`src/common/tcu_consts.vh`:
```
// Constants for the 8-bit timer counter and compare unit.
// Assumes a single system clock; timer_tick comes from an outside prescaler selector.
// Summary of operation
// - Bottom indication is high whenever timer_count equals zero.
// - Count value 255 is the maximum, signalled to the waveform logic.
// - Top is fixed 255 or compare_value_a, depending on the operating mode.
// - Timer tick source is chosen by the three-bit clock_source_select field.
// - Select value zero gives no tick; the counter stays stopped.
// - Each tick clears, increments or decrements the count per mode and direction.
// - Processor may read and write timer_count at any time.
// - A processor count write beats a simultaneous clear or count.
// - Waveform mode: two low bits in control_a, high bit in control_b.
// - Overflow flag sets at the mode-defined point and may request an interrupt.
// - Count is compared continuously with both compare values.
// - Compare flag sets one timer clock after the match.
// - A set, enabled flag requests an interrupt; servicing clears it.
// - Writing one to a flag bit clears it; zero leaves it.
// - PWM modes buffer compare values, loading at top or bottom; others do not.
// - Compare writes go to the buffer while buffering, else to the active value.
// - In non-PWM modes a force strobe forces that unit's match output.
// - Forced match updates the output per mode, no flag, no counter clear.
// - After a count write, matches in the next timer clock are suppressed.
// - Output states are kept across waveform mode changes.
// - Output mode changes take effect at once, unbuffered.
// - Non-PWM output mode: 00 off, 01 toggle, 10 clear, 11 set.
// - Output states reset to zero on system reset.
`ifndef TCU_CONSTS_VH
`define TCU_CONSTS_VH
`define TCU_BOTTOM 8'h00
`define TCU_MAX 8'hff
`define TCU_COUNT_RESET 8'h00
`define TCU_WGM_NORMAL 3'h0
`define TCU_WGM_PC_FF 3'h1
`define TCU_WGM_CTC 3'h2
`define TCU_WGM_FAST_FF 3'h3
`define TCU_WGM_PC_TOPA 3'h5
`define TCU_WGM_FAST_TOPA 3'h7
`define TCU_COM_OFF 2'h0
`define TCU_COM_TOGGLE 2'h1
`define TCU_COM_CLEAR 2'h2
`define TCU_COM_SET 2'h3
`define TCU_CS_STOP 3'h0
`define TCU_CS_EXT_FALL 3'h6
`define TCU_CS_EXT_RISE 3'h7
`endif

```
`src/hdl/tcu_timer.v`:
```
// Top of the 8-bit timer: counter, mode decode, two compare units, flags.
// Assumes a processor side with one-cycle write strobes and interrupt acknowledge pulses.
`include "tcu_consts.vh"
module tcu_timer (
    input wire clk,
    input wire resetn,
    input wire [2:0] clock_source_select,
    input wire [4:0] prescale_taps,
    input wire external_count_pin,
    input wire [1:0] waveform_mode_low,
    input wire waveform_mode_high,
    input wire [1:0] compare_output_mode_a,
    input wire [1:0] compare_output_mode_b,
    input wire wr_count,
    input wire wr_compare_a,
    input wire wr_compare_b,
    input wire [7:0] wr_data,
    input wire force_compare_strobe_a,
    input wire force_compare_strobe_b,
    input wire [2:0] flag_write_one,
    input wire [2:0] irq_enable,
    input wire [2:0] irq_ack,
    output reg [7:0] timer_count,
    output reg [7:0] compare_value_a_read,
    output reg [7:0] compare_value_b_read,
    output reg overflow_flag,
    output reg compare_flag_a,
    output reg compare_flag_b,
    output reg compare_output_state_a,
    output reg compare_output_state_b,
    output reg [2:0] irq_request,
    output reg bottom,
    output reg at_max
);
    wire timer_tick;
    wire [2:0] wgm;
    wire pwm_mode;
    wire phase_mode;
    wire [7:0] top_value;
    wire at_top;
    wire at_bottom;
    wire load_point;
    wire [7:0] cva;
    wire [7:0] cvb;
    wire [7:0] bufa;
    wire [7:0] bufb;
    wire flag_a;
    wire flag_b;
    wire state_a;
    wire state_b;
    wire match_a;
    wire match_b;
    wire ovf_set;
    wire [2:0] flags;
    reg [7:0] count_reg;
    reg [7:0] count_next;
    reg count_down_reg;
    reg count_down_next;
    reg block_reg;
    reg ovf_reg;

    assign wgm = {waveform_mode_high, waveform_mode_low};
    assign phase_mode = (wgm == `TCU_WGM_PC_FF) || (wgm == `TCU_WGM_PC_TOPA);
    assign pwm_mode = phase_mode || (wgm == `TCU_WGM_FAST_FF) || (wgm == `TCU_WGM_FAST_TOPA);
    assign top_value = (wgm == `TCU_WGM_CTC || wgm[2]) ? cva : `TCU_MAX;
    assign at_top = count_reg == top_value;
    assign at_bottom = count_reg == `TCU_BOTTOM;
    assign load_point = (wgm == `TCU_WGM_FAST_TOPA) ? at_bottom : at_top;
    // Overflow point per mode; phase correct sets at bottom, TOP-A fast at top
    assign ovf_set = timer_tick && !wr_count && (phase_mode ? (at_bottom && count_down_reg) :
        (wgm == `TCU_WGM_FAST_TOPA) ? at_top : (count_reg == `TCU_MAX));

    tcu_tick_select u_tick (
        .clk(clk),
        .resetn(resetn),
        .clock_source_select(clock_source_select),
        .prescale_taps(prescale_taps),
        .external_count_pin(external_count_pin),
        .timer_tick(timer_tick)
    );

    always @* begin
        count_next = count_reg;
        count_down_next = count_down_reg;
        if (timer_tick) begin
            if (phase_mode) begin
                if (at_top)
                    count_down_next = 1'b1;
                else if (at_bottom)
                    count_down_next = 1'b0;
                if (count_down_next)
                    count_next = count_reg - 8'h01;
                else
                    count_next = count_reg + 8'h01;
            end else begin
                count_down_next = 1'b0;
                if (at_top && wgm != `TCU_WGM_NORMAL)
                    count_next = `TCU_COUNT_RESET;
                else
                    count_next = count_reg + 8'h01;
            end
        end
        if (wr_count)
            count_next = wr_data;
    end

    tcu_compare_unit u_cmp_a (
        .clk(clk),
        .resetn(resetn),
        .count(count_reg),
        .timer_tick(timer_tick),
        .pwm_mode(pwm_mode),
        .phase_mode(phase_mode),
        .count_down(count_down_reg),
        .at_top(at_top),
        .at_bottom(at_bottom),
        .load_point(load_point),
        .block_match(block_reg),
        .compare_output_mode(compare_output_mode_a),
        .wr_compare(wr_compare_a),
        .wr_data(wr_data),
        .force_strobe(force_compare_strobe_a),
        .flag_clear(flag_write_one[1] || irq_ack[1]),
        .compare_value(cva),
        .buffer_value(bufa),
        .compare_flag(flag_a),
        .compare_output_state(state_a),
        .match(match_a)
    );

    tcu_compare_unit u_cmp_b (
        .clk(clk),
        .resetn(resetn),
        .count(count_reg),
        .timer_tick(timer_tick),
        .pwm_mode(pwm_mode),
        .phase_mode(phase_mode),
        .count_down(count_down_reg),
        .at_top(at_top),
        .at_bottom(at_bottom),
        .load_point(load_point),
        .block_match(block_reg),
        .compare_output_mode(compare_output_mode_b),
        .wr_compare(wr_compare_b),
        .wr_data(wr_data),
        .force_strobe(force_compare_strobe_b),
        .flag_clear(flag_write_one[2] || irq_ack[2]),
        .compare_value(cvb),
        .buffer_value(bufb),
        .compare_flag(flag_b),
        .compare_output_state(state_b),
        .match(match_b)
    );

    assign flags = {flag_b, flag_a, ovf_reg};

    always @(posedge clk) begin
        if (!resetn) begin
            count_reg <= `TCU_COUNT_RESET;
            count_down_reg <= 1'b0;
            block_reg <= 1'b0;
            ovf_reg <= 1'b0;
            timer_count <= 8'h00;
            compare_value_a_read <= 8'h00;
            compare_value_b_read <= 8'h00;
            overflow_flag <= 1'b0;
            compare_flag_a <= 1'b0;
            compare_flag_b <= 1'b0;
            compare_output_state_a <= 1'b0;
            compare_output_state_b <= 1'b0;
            irq_request <= 3'h0;
            bottom <= 1'b1;
            at_max <= 1'b0;
        end else begin
            count_reg <= count_next;
            count_down_reg <= count_down_next;
            // Block held until the next tick, so a stopped timer still blocks
            if (wr_count)
                block_reg <= 1'b1;
            else if (timer_tick)
                block_reg <= 1'b0;
            // Set beats clear so an event on the clearing cycle is kept
            if (ovf_set)
                ovf_reg <= 1'b1;
            else if (flag_write_one[0] || irq_ack[0])
                ovf_reg <= 1'b0;
            timer_count <= count_next;
            compare_value_a_read <= pwm_mode ? bufa : cva;
            compare_value_b_read <= pwm_mode ? bufb : cvb;
            overflow_flag <= ovf_reg;
            compare_flag_a <= flag_a;
            compare_flag_b <= flag_b;
            compare_output_state_a <= state_a;
            compare_output_state_b <= state_b;
            irq_request <= flags & irq_enable;
            bottom <= count_next == `TCU_BOTTOM;
            at_max <= count_next == `TCU_MAX;
        end
    end
endmodule // tcu_timer

```
`src/hdl/tcu_tick_select.v`:
```
// Timer tick source selector.
// Assumes prescaler taps are one-cycle enables on clk and the count pin is asynchronous.
`include "tcu_consts.vh"
module tcu_tick_select (
    input wire clk,
    input wire resetn,
    input wire [2:0] clock_source_select,
    input wire [4:0] prescale_taps,
    input wire external_count_pin,
    output reg timer_tick
);
    reg [2:0] pin_sync_reg;
    reg pin_level_reg;
    wire pin_agree;
    wire rise;
    wire fall;
    assign pin_agree = pin_sync_reg[2] == pin_sync_reg[1];
    assign rise = pin_agree && pin_sync_reg[1] && !pin_level_reg;
    assign fall = pin_agree && !pin_sync_reg[1] && pin_level_reg;
    always @(posedge clk) begin
        if (!resetn) begin
            pin_sync_reg <= 3'h0;
            pin_level_reg <= 1'b0;
            timer_tick <= 1'b0;
        end else begin
            pin_sync_reg <= {pin_sync_reg[1:0], external_count_pin};
            if (pin_agree)
                pin_level_reg <= pin_sync_reg[1];
            case (clock_source_select)
                `TCU_CS_STOP: timer_tick <= 1'b0;
                `TCU_CS_EXT_FALL: timer_tick <= fall;
                `TCU_CS_EXT_RISE: timer_tick <= rise;
                default: timer_tick <= prescale_taps[clock_source_select - 3'h1];
            endcase
        end
    end
endmodule // tcu_tick_select

```
`src/hdl/tcu_compare_unit.v`:
```
// One output compare unit: buffered compare value, match flag and output state.
// Assumes the counter shares clk and resetn and gives one-cycle tick and write pulses.
`include "tcu_consts.vh"
module tcu_compare_unit (
    input wire clk,
    input wire resetn,
    input wire [7:0] count,
    input wire timer_tick,
    input wire pwm_mode,
    input wire phase_mode,
    input wire count_down,
    input wire at_top,
    input wire at_bottom,
    input wire load_point,
    input wire block_match,
    input wire [1:0] compare_output_mode,
    input wire wr_compare,
    input wire [7:0] wr_data,
    input wire force_strobe,
    input wire flag_clear,
    output reg [7:0] compare_value,
    output reg [7:0] buffer_value,
    output reg compare_flag,
    output reg compare_output_state,
    output wire match
);
    reg act;
    reg next_state;
    assign match = (count == compare_value) && !block_match;
    always @* begin
        act = 1'b0;
        next_state = compare_output_state;
        if (!pwm_mode) begin
            act = (timer_tick && match) || force_strobe;
            case (compare_output_mode)
                `TCU_COM_TOGGLE: next_state = !compare_output_state;
                `TCU_COM_CLEAR: next_state = 1'b0;
                `TCU_COM_SET: next_state = 1'b1;
                default: act = 1'b0;
            endcase
        end else if (compare_output_mode[1]) begin
            if (phase_mode) begin
                act = timer_tick && match;
                next_state = compare_output_mode[0] ^ count_down;
            end else begin
                act = timer_tick && (match || at_bottom);
                next_state = at_bottom ? !compare_output_mode[0] : compare_output_mode[0];
            end
        end else if (compare_output_mode[0] && at_top) begin
            act = 1'b0;
        end
    end
    always @(posedge clk) begin
        if (!resetn) begin
            compare_value <= 8'h00;
            buffer_value <= 8'h00;
            compare_flag <= 1'b0;
            compare_output_state <= 1'b0;
        end else begin
            if (wr_compare) begin
                buffer_value <= wr_data;
                if (!pwm_mode)
                    compare_value <= wr_data;
            end
            if (pwm_mode && timer_tick && load_point)
                compare_value <= buffer_value;
            if (timer_tick && match)
                compare_flag <= 1'b1;
            else if (flag_clear)
                compare_flag <= 1'b0;
            if (act)
                compare_output_state <= next_state;
        end
    end
endmodule // tcu_compare_unit

```
`config.mk`:
```
export PLATFORM = sky130hd
export DESIGN_NAME = tcu_timer
export DESIGN_NICKNAME = d
export VERILOG_FILES = /design/src/hdl/tcu_timer.v /design/src/hdl/tcu_tick_select.v /design/src/hdl/tcu_compare_unit.v
export VERILOG_INCLUDE_DIRS = /design/src /design/src/common
export SDC_FILE = /design/constraint.sdc
export NUM_CORES = 1
export LEC_CHECK = 0
export BUFFER_PORTS_ARGS = -buffer_cell sky130_fd_sc_hd__buf_2
export CAP_MARGIN = 20
export CORE_ASPECT_RATIO = 0.6
export CORE_MARGIN = 2
export CORE_UTILIZATION = 55
export CTS_BUF_LIST = sky130_fd_sc_hd__clkbuf_4 sky130_fd_sc_hd__clkbuf_8 sky130_fd_sc_hd__clkbuf_16
export DETAILED_ROUTE_END_ITERATION = 8
export MAX_ROUTING_LAYER = met4
export PLACE_DENSITY = 0.79
export SYNTH_ARGS = -nofsm -noshare
export SYNTH_HDL_FRONTEND = slang
export SYNTH_HIERARCHICAL = 1
export SYNTH_SLANG_ARGS = --single-unit
export TNS_END_PERCENT = 1
```
`constraint.sdc`:
```
create_clock -name clk -period 4.8 [get_ports clk]
set_clock_uncertainty 0.1 [all_clocks]
set_input_delay 0.72 -clock clk [delete_from_list [all_inputs] [get_ports clk]]
set_output_delay 0.72 -clock clk [all_outputs]
set_load 0.1 [all_outputs]
```
# Word-level counts from Yosys, hierarchy flattened
# Index checks and enable logic that the tools add are counted.
[classes] addsub=3 order_cmp=1 n_eq_ne=22 muxes=50 n_bitwise=3 reduce_logical=53
[ops] cell="2-to-1 mux 8 bit" n=13
[ops] cell="2-to-1 mux 1 bit" n=33
[ops] cell="== test 8 bit" n=3
[ops] cell="== test 8 bit, second input constant" n=2
[ops] cell="logical AND 1 bit" n=16
[ops] cell="zero test 8 bit" n=2
[ops] cell="== test 3 bit, second input constant" n=4
[ops] cell="nonzero test 2 bit" n=6
[ops] cell="logical OR 1 bit" n=11
[ops] cell="one-hot mux 1 bit (3 select lines)" n=3
[ops] cell="adder 8 x 1 -> 8 bit, second input constant" n=1
[ops] cell="== test 2 bit, second input constant" n=4
[ops] cell="zero test 1 bit" n=8
[ops] cell="nonzero test 4 bit" n=2
[ops] cell="subtractor 8 x 1 -> 8 bit, second input constant" n=1
[ops] cell="== test 3 x 2 -> 1 bit, second input constant" n=2
[ops] cell="AND reduction 3 bit" n=2
[ops] cell="OR reduction 3 bit" n=2
[ops] cell="== test 2 x 1 -> 1 bit, second input constant" n=2
[ops] cell="< comparator 3 x 4 -> 1 bit, second input constant" n=1
[ops] cell="inequality test 2 bit, second input constant" n=2
[ops] cell="AND reduction 2 bit" n=2
[ops] cell="AND 3 bit" n=1
[ops] cell="binary-select mux 1 bit (select 3 bit)" n=1
[ops] cell="other kinds (7)" n=8
[totals] regBits=78 in_bits=40 output_inout_bits=34 wordCells=157

# Longest topological paths before layout
[depth] depth_word=12 depth_mapped=14 mapped_depth_nobuf=11

# By module
# The synthesis kept the hierarchy.
[modules_own_cells] mod="tcu_timer" n_inst=1 cells_per_inst=221 area_each_um2=2013.2 seq_area_each_um2=740.7
[modules_own_cells] mod="tcu_compare_unit" n_inst=2 cells_per_inst=97 area_each_um2=860.8 seq_area_each_um2=360.3
[modules_own_cells] mod="tcu_tick_select" n_inst=1 cells_per_inst=33 area_each_um2=316.6 seq_area_each_um2=100.1

# Worst setup path after synthesis
# OpenSTA, ideal clock, no wires.
[synth_timing] kind="register to register" start="register count_reg[6]" end="register at_max" setup_ns=0.116 arrival_time_ns=3.448 required_ns=4.584 slack_ns=1.136 stages_incl_launch_ff=11 n_path_buf=1 period_less_slack_ns=3.664 path_cell_list="dfxtp_1 buf_2 xor2_1 o31ai_1 a32oi_1 o41a_1 or4b_4 a31o_1 a221oi_2 nor3_1 and4_1"
[synth_between] elab_chain_len=10 elab_cells_between_ends=15 cone_classes="add/sub: 2; eq/ne: 2; mux: 9; reduce/logical: 2"
[synth_rtl] element="start, declared" line="tcu_timer.v:55" source="reg [7:0] count_reg;"
[synth_rtl] element="start signal, assigned" line="tcu_timer.v:159" source="count_reg <= `TCU_COUNT_RESET;"
[synth_rtl] element="start signal, assigned" line="tcu_timer.v:175" source="count_reg <= count_next;"
[synth_rtl] element="zero test 8 bit (no line)"
[synth_rtl] element="2-to-1 mux 1 bit" line="tcu_timer.v:89" source="else if (at_bottom)"
[synth_rtl] element="2-to-1 mux 1 bit" line="tcu_timer.v:87" source="if (at_top)"
[synth_rtl] element="2-to-1 mux 1 bit" line="tcu_timer.v:86" source="if (phase_mode) begin"
[synth_rtl] element="2-to-1 mux 1 bit" line="tcu_timer.v:85" source="if (timer_tick) begin"
[synth_rtl] element="2-to-1 mux 8 bit" line="tcu_timer.v:91" source="if (count_down_next)"
[synth_rtl] element="2-to-1 mux 8 bit" line="tcu_timer.v:86"
[synth_rtl] element="2-to-1 mux 8 bit *" line="tcu_timer.v:85"
[synth_rtl] element="2-to-1 mux 8 bit *" line="tcu_timer.v:103" source="if (wr_count)"
[synth_rtl] element="== test 8 bit (no line) *"
[synth_rtl] element="end signal, assigned" line="tcu_timer.v:197" source="at_max <= count_next == `TCU_MAX;"
[synth_rtl] element="end, declared" line="tcu_timer.v:33" source="output reg at_max"
# Every way passes the cells marked *; elsewhere a longest branch is shown, timed or not. The select of a mux whose other input is x is not followed.
# A chain may end at the register's enable or synchronous reset.

# Worst setup path after layout
[layout_timing] start="register count_reg[2]" end="register at_max"
# The elaborated chain is that of the path after synthesis.

==> metrics <==
CTS root buf clkbuf_16; CP Capture Point at_max$_SDFF_PN0_; number of remaining DRC errors 0; Worst Reg2Reg Path Length in Cells 9; max-cap viol count 0; cell area after technology mapping 4039 um2; leakage component of the power 2.001 nW; routability-driven placement congestion ratio 0.9410; setup ws final 1.247 ns; synthesized instance count 446; number of gates resized after cts 0; global-route wire length before repair 16.64 mm; placed cell count 588; portion of the clock cycle consumed by the worst path in the final layout 74.03%; Top-Level Pins 74; Mean Syn Cell Area 9.056 um2; final net count 557; count of buffers inserted at the top-level ports 73; final routed wire length divided by cell count 17.45 um; crit-path max FO 18; worst max-slew margin expressed relative to the limit 45.19%; delay of the slowest cell on the worst path 0.83 ns; Data arrival, critical path 3.69 ns; Initial Util 56.28%; H-tree lvl count 3; layout cell share with drive strength beyond 1 20.47%; Via Count 3620; number of sinks on the clock net 78; count of final setup violators 0; clock-pin slew reported for the worst setup and hold paths after clock tree synthesis 0.06 ns; horizontal extent of the die 114.6 um; endpoint of the worst register-to-register path at_max$_SDFF_PN0_; cell-by-cell listing of the critical path nand4bb_1, o31ai_2, a32oi_1, o41ai_1, nand4_1, a31o_1, a221oi_1, nor3_1, and4_1; ANT nets after route 0; run status completed; final worst path period need 3.553 ns; worst min-delay path class reg -> reg; Slowest-stage cell, CP dfxtp_1; buffer levels on the longest clock path 2; setup repair after global routing missed its margin no; number of vias per cell after detailed routing 5.993; initial antenna violation count 0; DIE AREA 8068 um2; CP Class reg -> reg; category of the worst setup path capture point register; maximum vdd ir drop 183.5 uV; net count after synthesis 495; pre-CTS WS 1.211 ns; number of slew-limit violations in the final report 0; startpoint of the worst register-to-register path count_reg[2]$_SDFF_PN0_; instance area at placement 4424 um2; actual slew at the worst max-slew pin 0.8115 ns; Placement Rows 24; Worst setup SP type register; post-CTS setup buffer count 0; post-cts hold buffer count 0; required time of the critical path 4.93 ns; Routed Wire Length 10.54 mm; height of the chip 70.38 um; initial DRC count 360; worst hold slack 0.3347 ns; CTS tree done; setup total negative slack 0 ns; Placeable Area 7177 um2; number of detailed-route iterations in the first pass 5; pin count of the biggest net entering global routing 46; clock network latency to the later pin of the worst-skew pair 0.34 ns; number of global-route vias before repair 3194; number of endpoints with negative hold slack in the final report 0; final std cell area, no fill 4743 um2; All-Layer GR Usage 27.70%; total power after layout 1.729 mW; dpl hpwl 7.434 mm; power per unit of standard cell area 364.6 nW/um2; beginning of the critical path count_reg[2]$_SDFF_PN0_; final instance count without filler cells 604; Max Freq 0.2814 GHz; relative area change from synthesis to final layout 17.44%; antenna diode count 0; TritonCTS buffer count 9; final design utilization 66.09%; count of synthesis-stage warnings from yosys 6; R2R Setup Slk 1.25 ns; overall overflow remaining after global route 0
==> layer usage <==
layer / up-vias / track usage, % / routed length (um)
met2: 186 / 40.43 / 4451
met4: 0 / 6.504 / 124
met1: 1679 / 38.37 / 4895
met5: - / - / 0
li1: 1735 / - / -
met3: 20 / 7.378 / 1066
==> worst max-delay path: cells and delay by family (launching register included) <==
kind            cells  cell delay, ns
compound gates      5            1.76
flops               1            0.83
simple gates        4            0.74
==> report_power, final <==
part	leakage, nW	total, mW	switching (mW)	internal (mW)
Combinational	1.21	0.293	0.196	0.0970
Clock	0.154	0.716	0.280	0.436
Sequential	0.639	0.721	0.0427	0.678
Total	2.00	1.73	0.518	1.21
==> how the worst min path moves through the flow <==
stage                                                 start                                end  depth (start not counted)
final                     u_tick/pin_sync_reg[0]$_SDFF_PN0_  u_tick/pin_sync_reg[1]$_SDFF_PN0_                          1
after CTS                 u_tick/pin_sync_reg[0]$_SDFF_PN0_  u_tick/pin_sync_reg[1]$_SDFF_PN0_                          1
after global placement    u_tick/pin_sync_reg[0]$_SDFF_PN0_  u_tick/pin_sync_reg[1]$_SDFF_PN0_                          1
after detailed placement  u_tick/pin_sync_reg[0]$_SDFF_PN0_  u_tick/pin_sync_reg[1]$_SDFF_PN0_                          1
after global routing      u_tick/pin_sync_reg[0]$_SDFF_PN0_  u_tick/pin_sync_reg[1]$_SDFF_PN0_                          1
after floorplan           u_tick/pin_sync_reg[0]$_SDFF_PN0_  u_tick/pin_sync_reg[1]$_SDFF_PN0_                          1
==> area by class of cell <==
| type | count | area [um2] |
|---|---|---|
| Clock buffer | 11 | 252.7 |
| Clock inverter | 5 | 66.31 |
| Fill cell | 618 | 2434 |
| Inverter | 21 | 78.83 |
| Multi-Input combinational cell | 324 | 2297 |
| Sequential cell | 78 | 1562 |
| Tap cell | 91 | 113.9 |
| Timing Repair Buffer | 74 | 372.9 |
==> placed cells by master (no fill, tap or decap), drive strengths merged, types with 7 or more instances in the layout <==
master and instances:
buf 74, o21ai 11, a21oi 21, nor2 33
dfxtp 78, mux2i 39, nand2 28, clkbuf 11
inv 19, nor2b 31, nand3 13, a22oi 13
xnor2 18, ha 9, nand4 10, a211oi 7
and2 8, xor2 7, o211ai 8
Note: power is estimated with default switching activity, not from simulation.
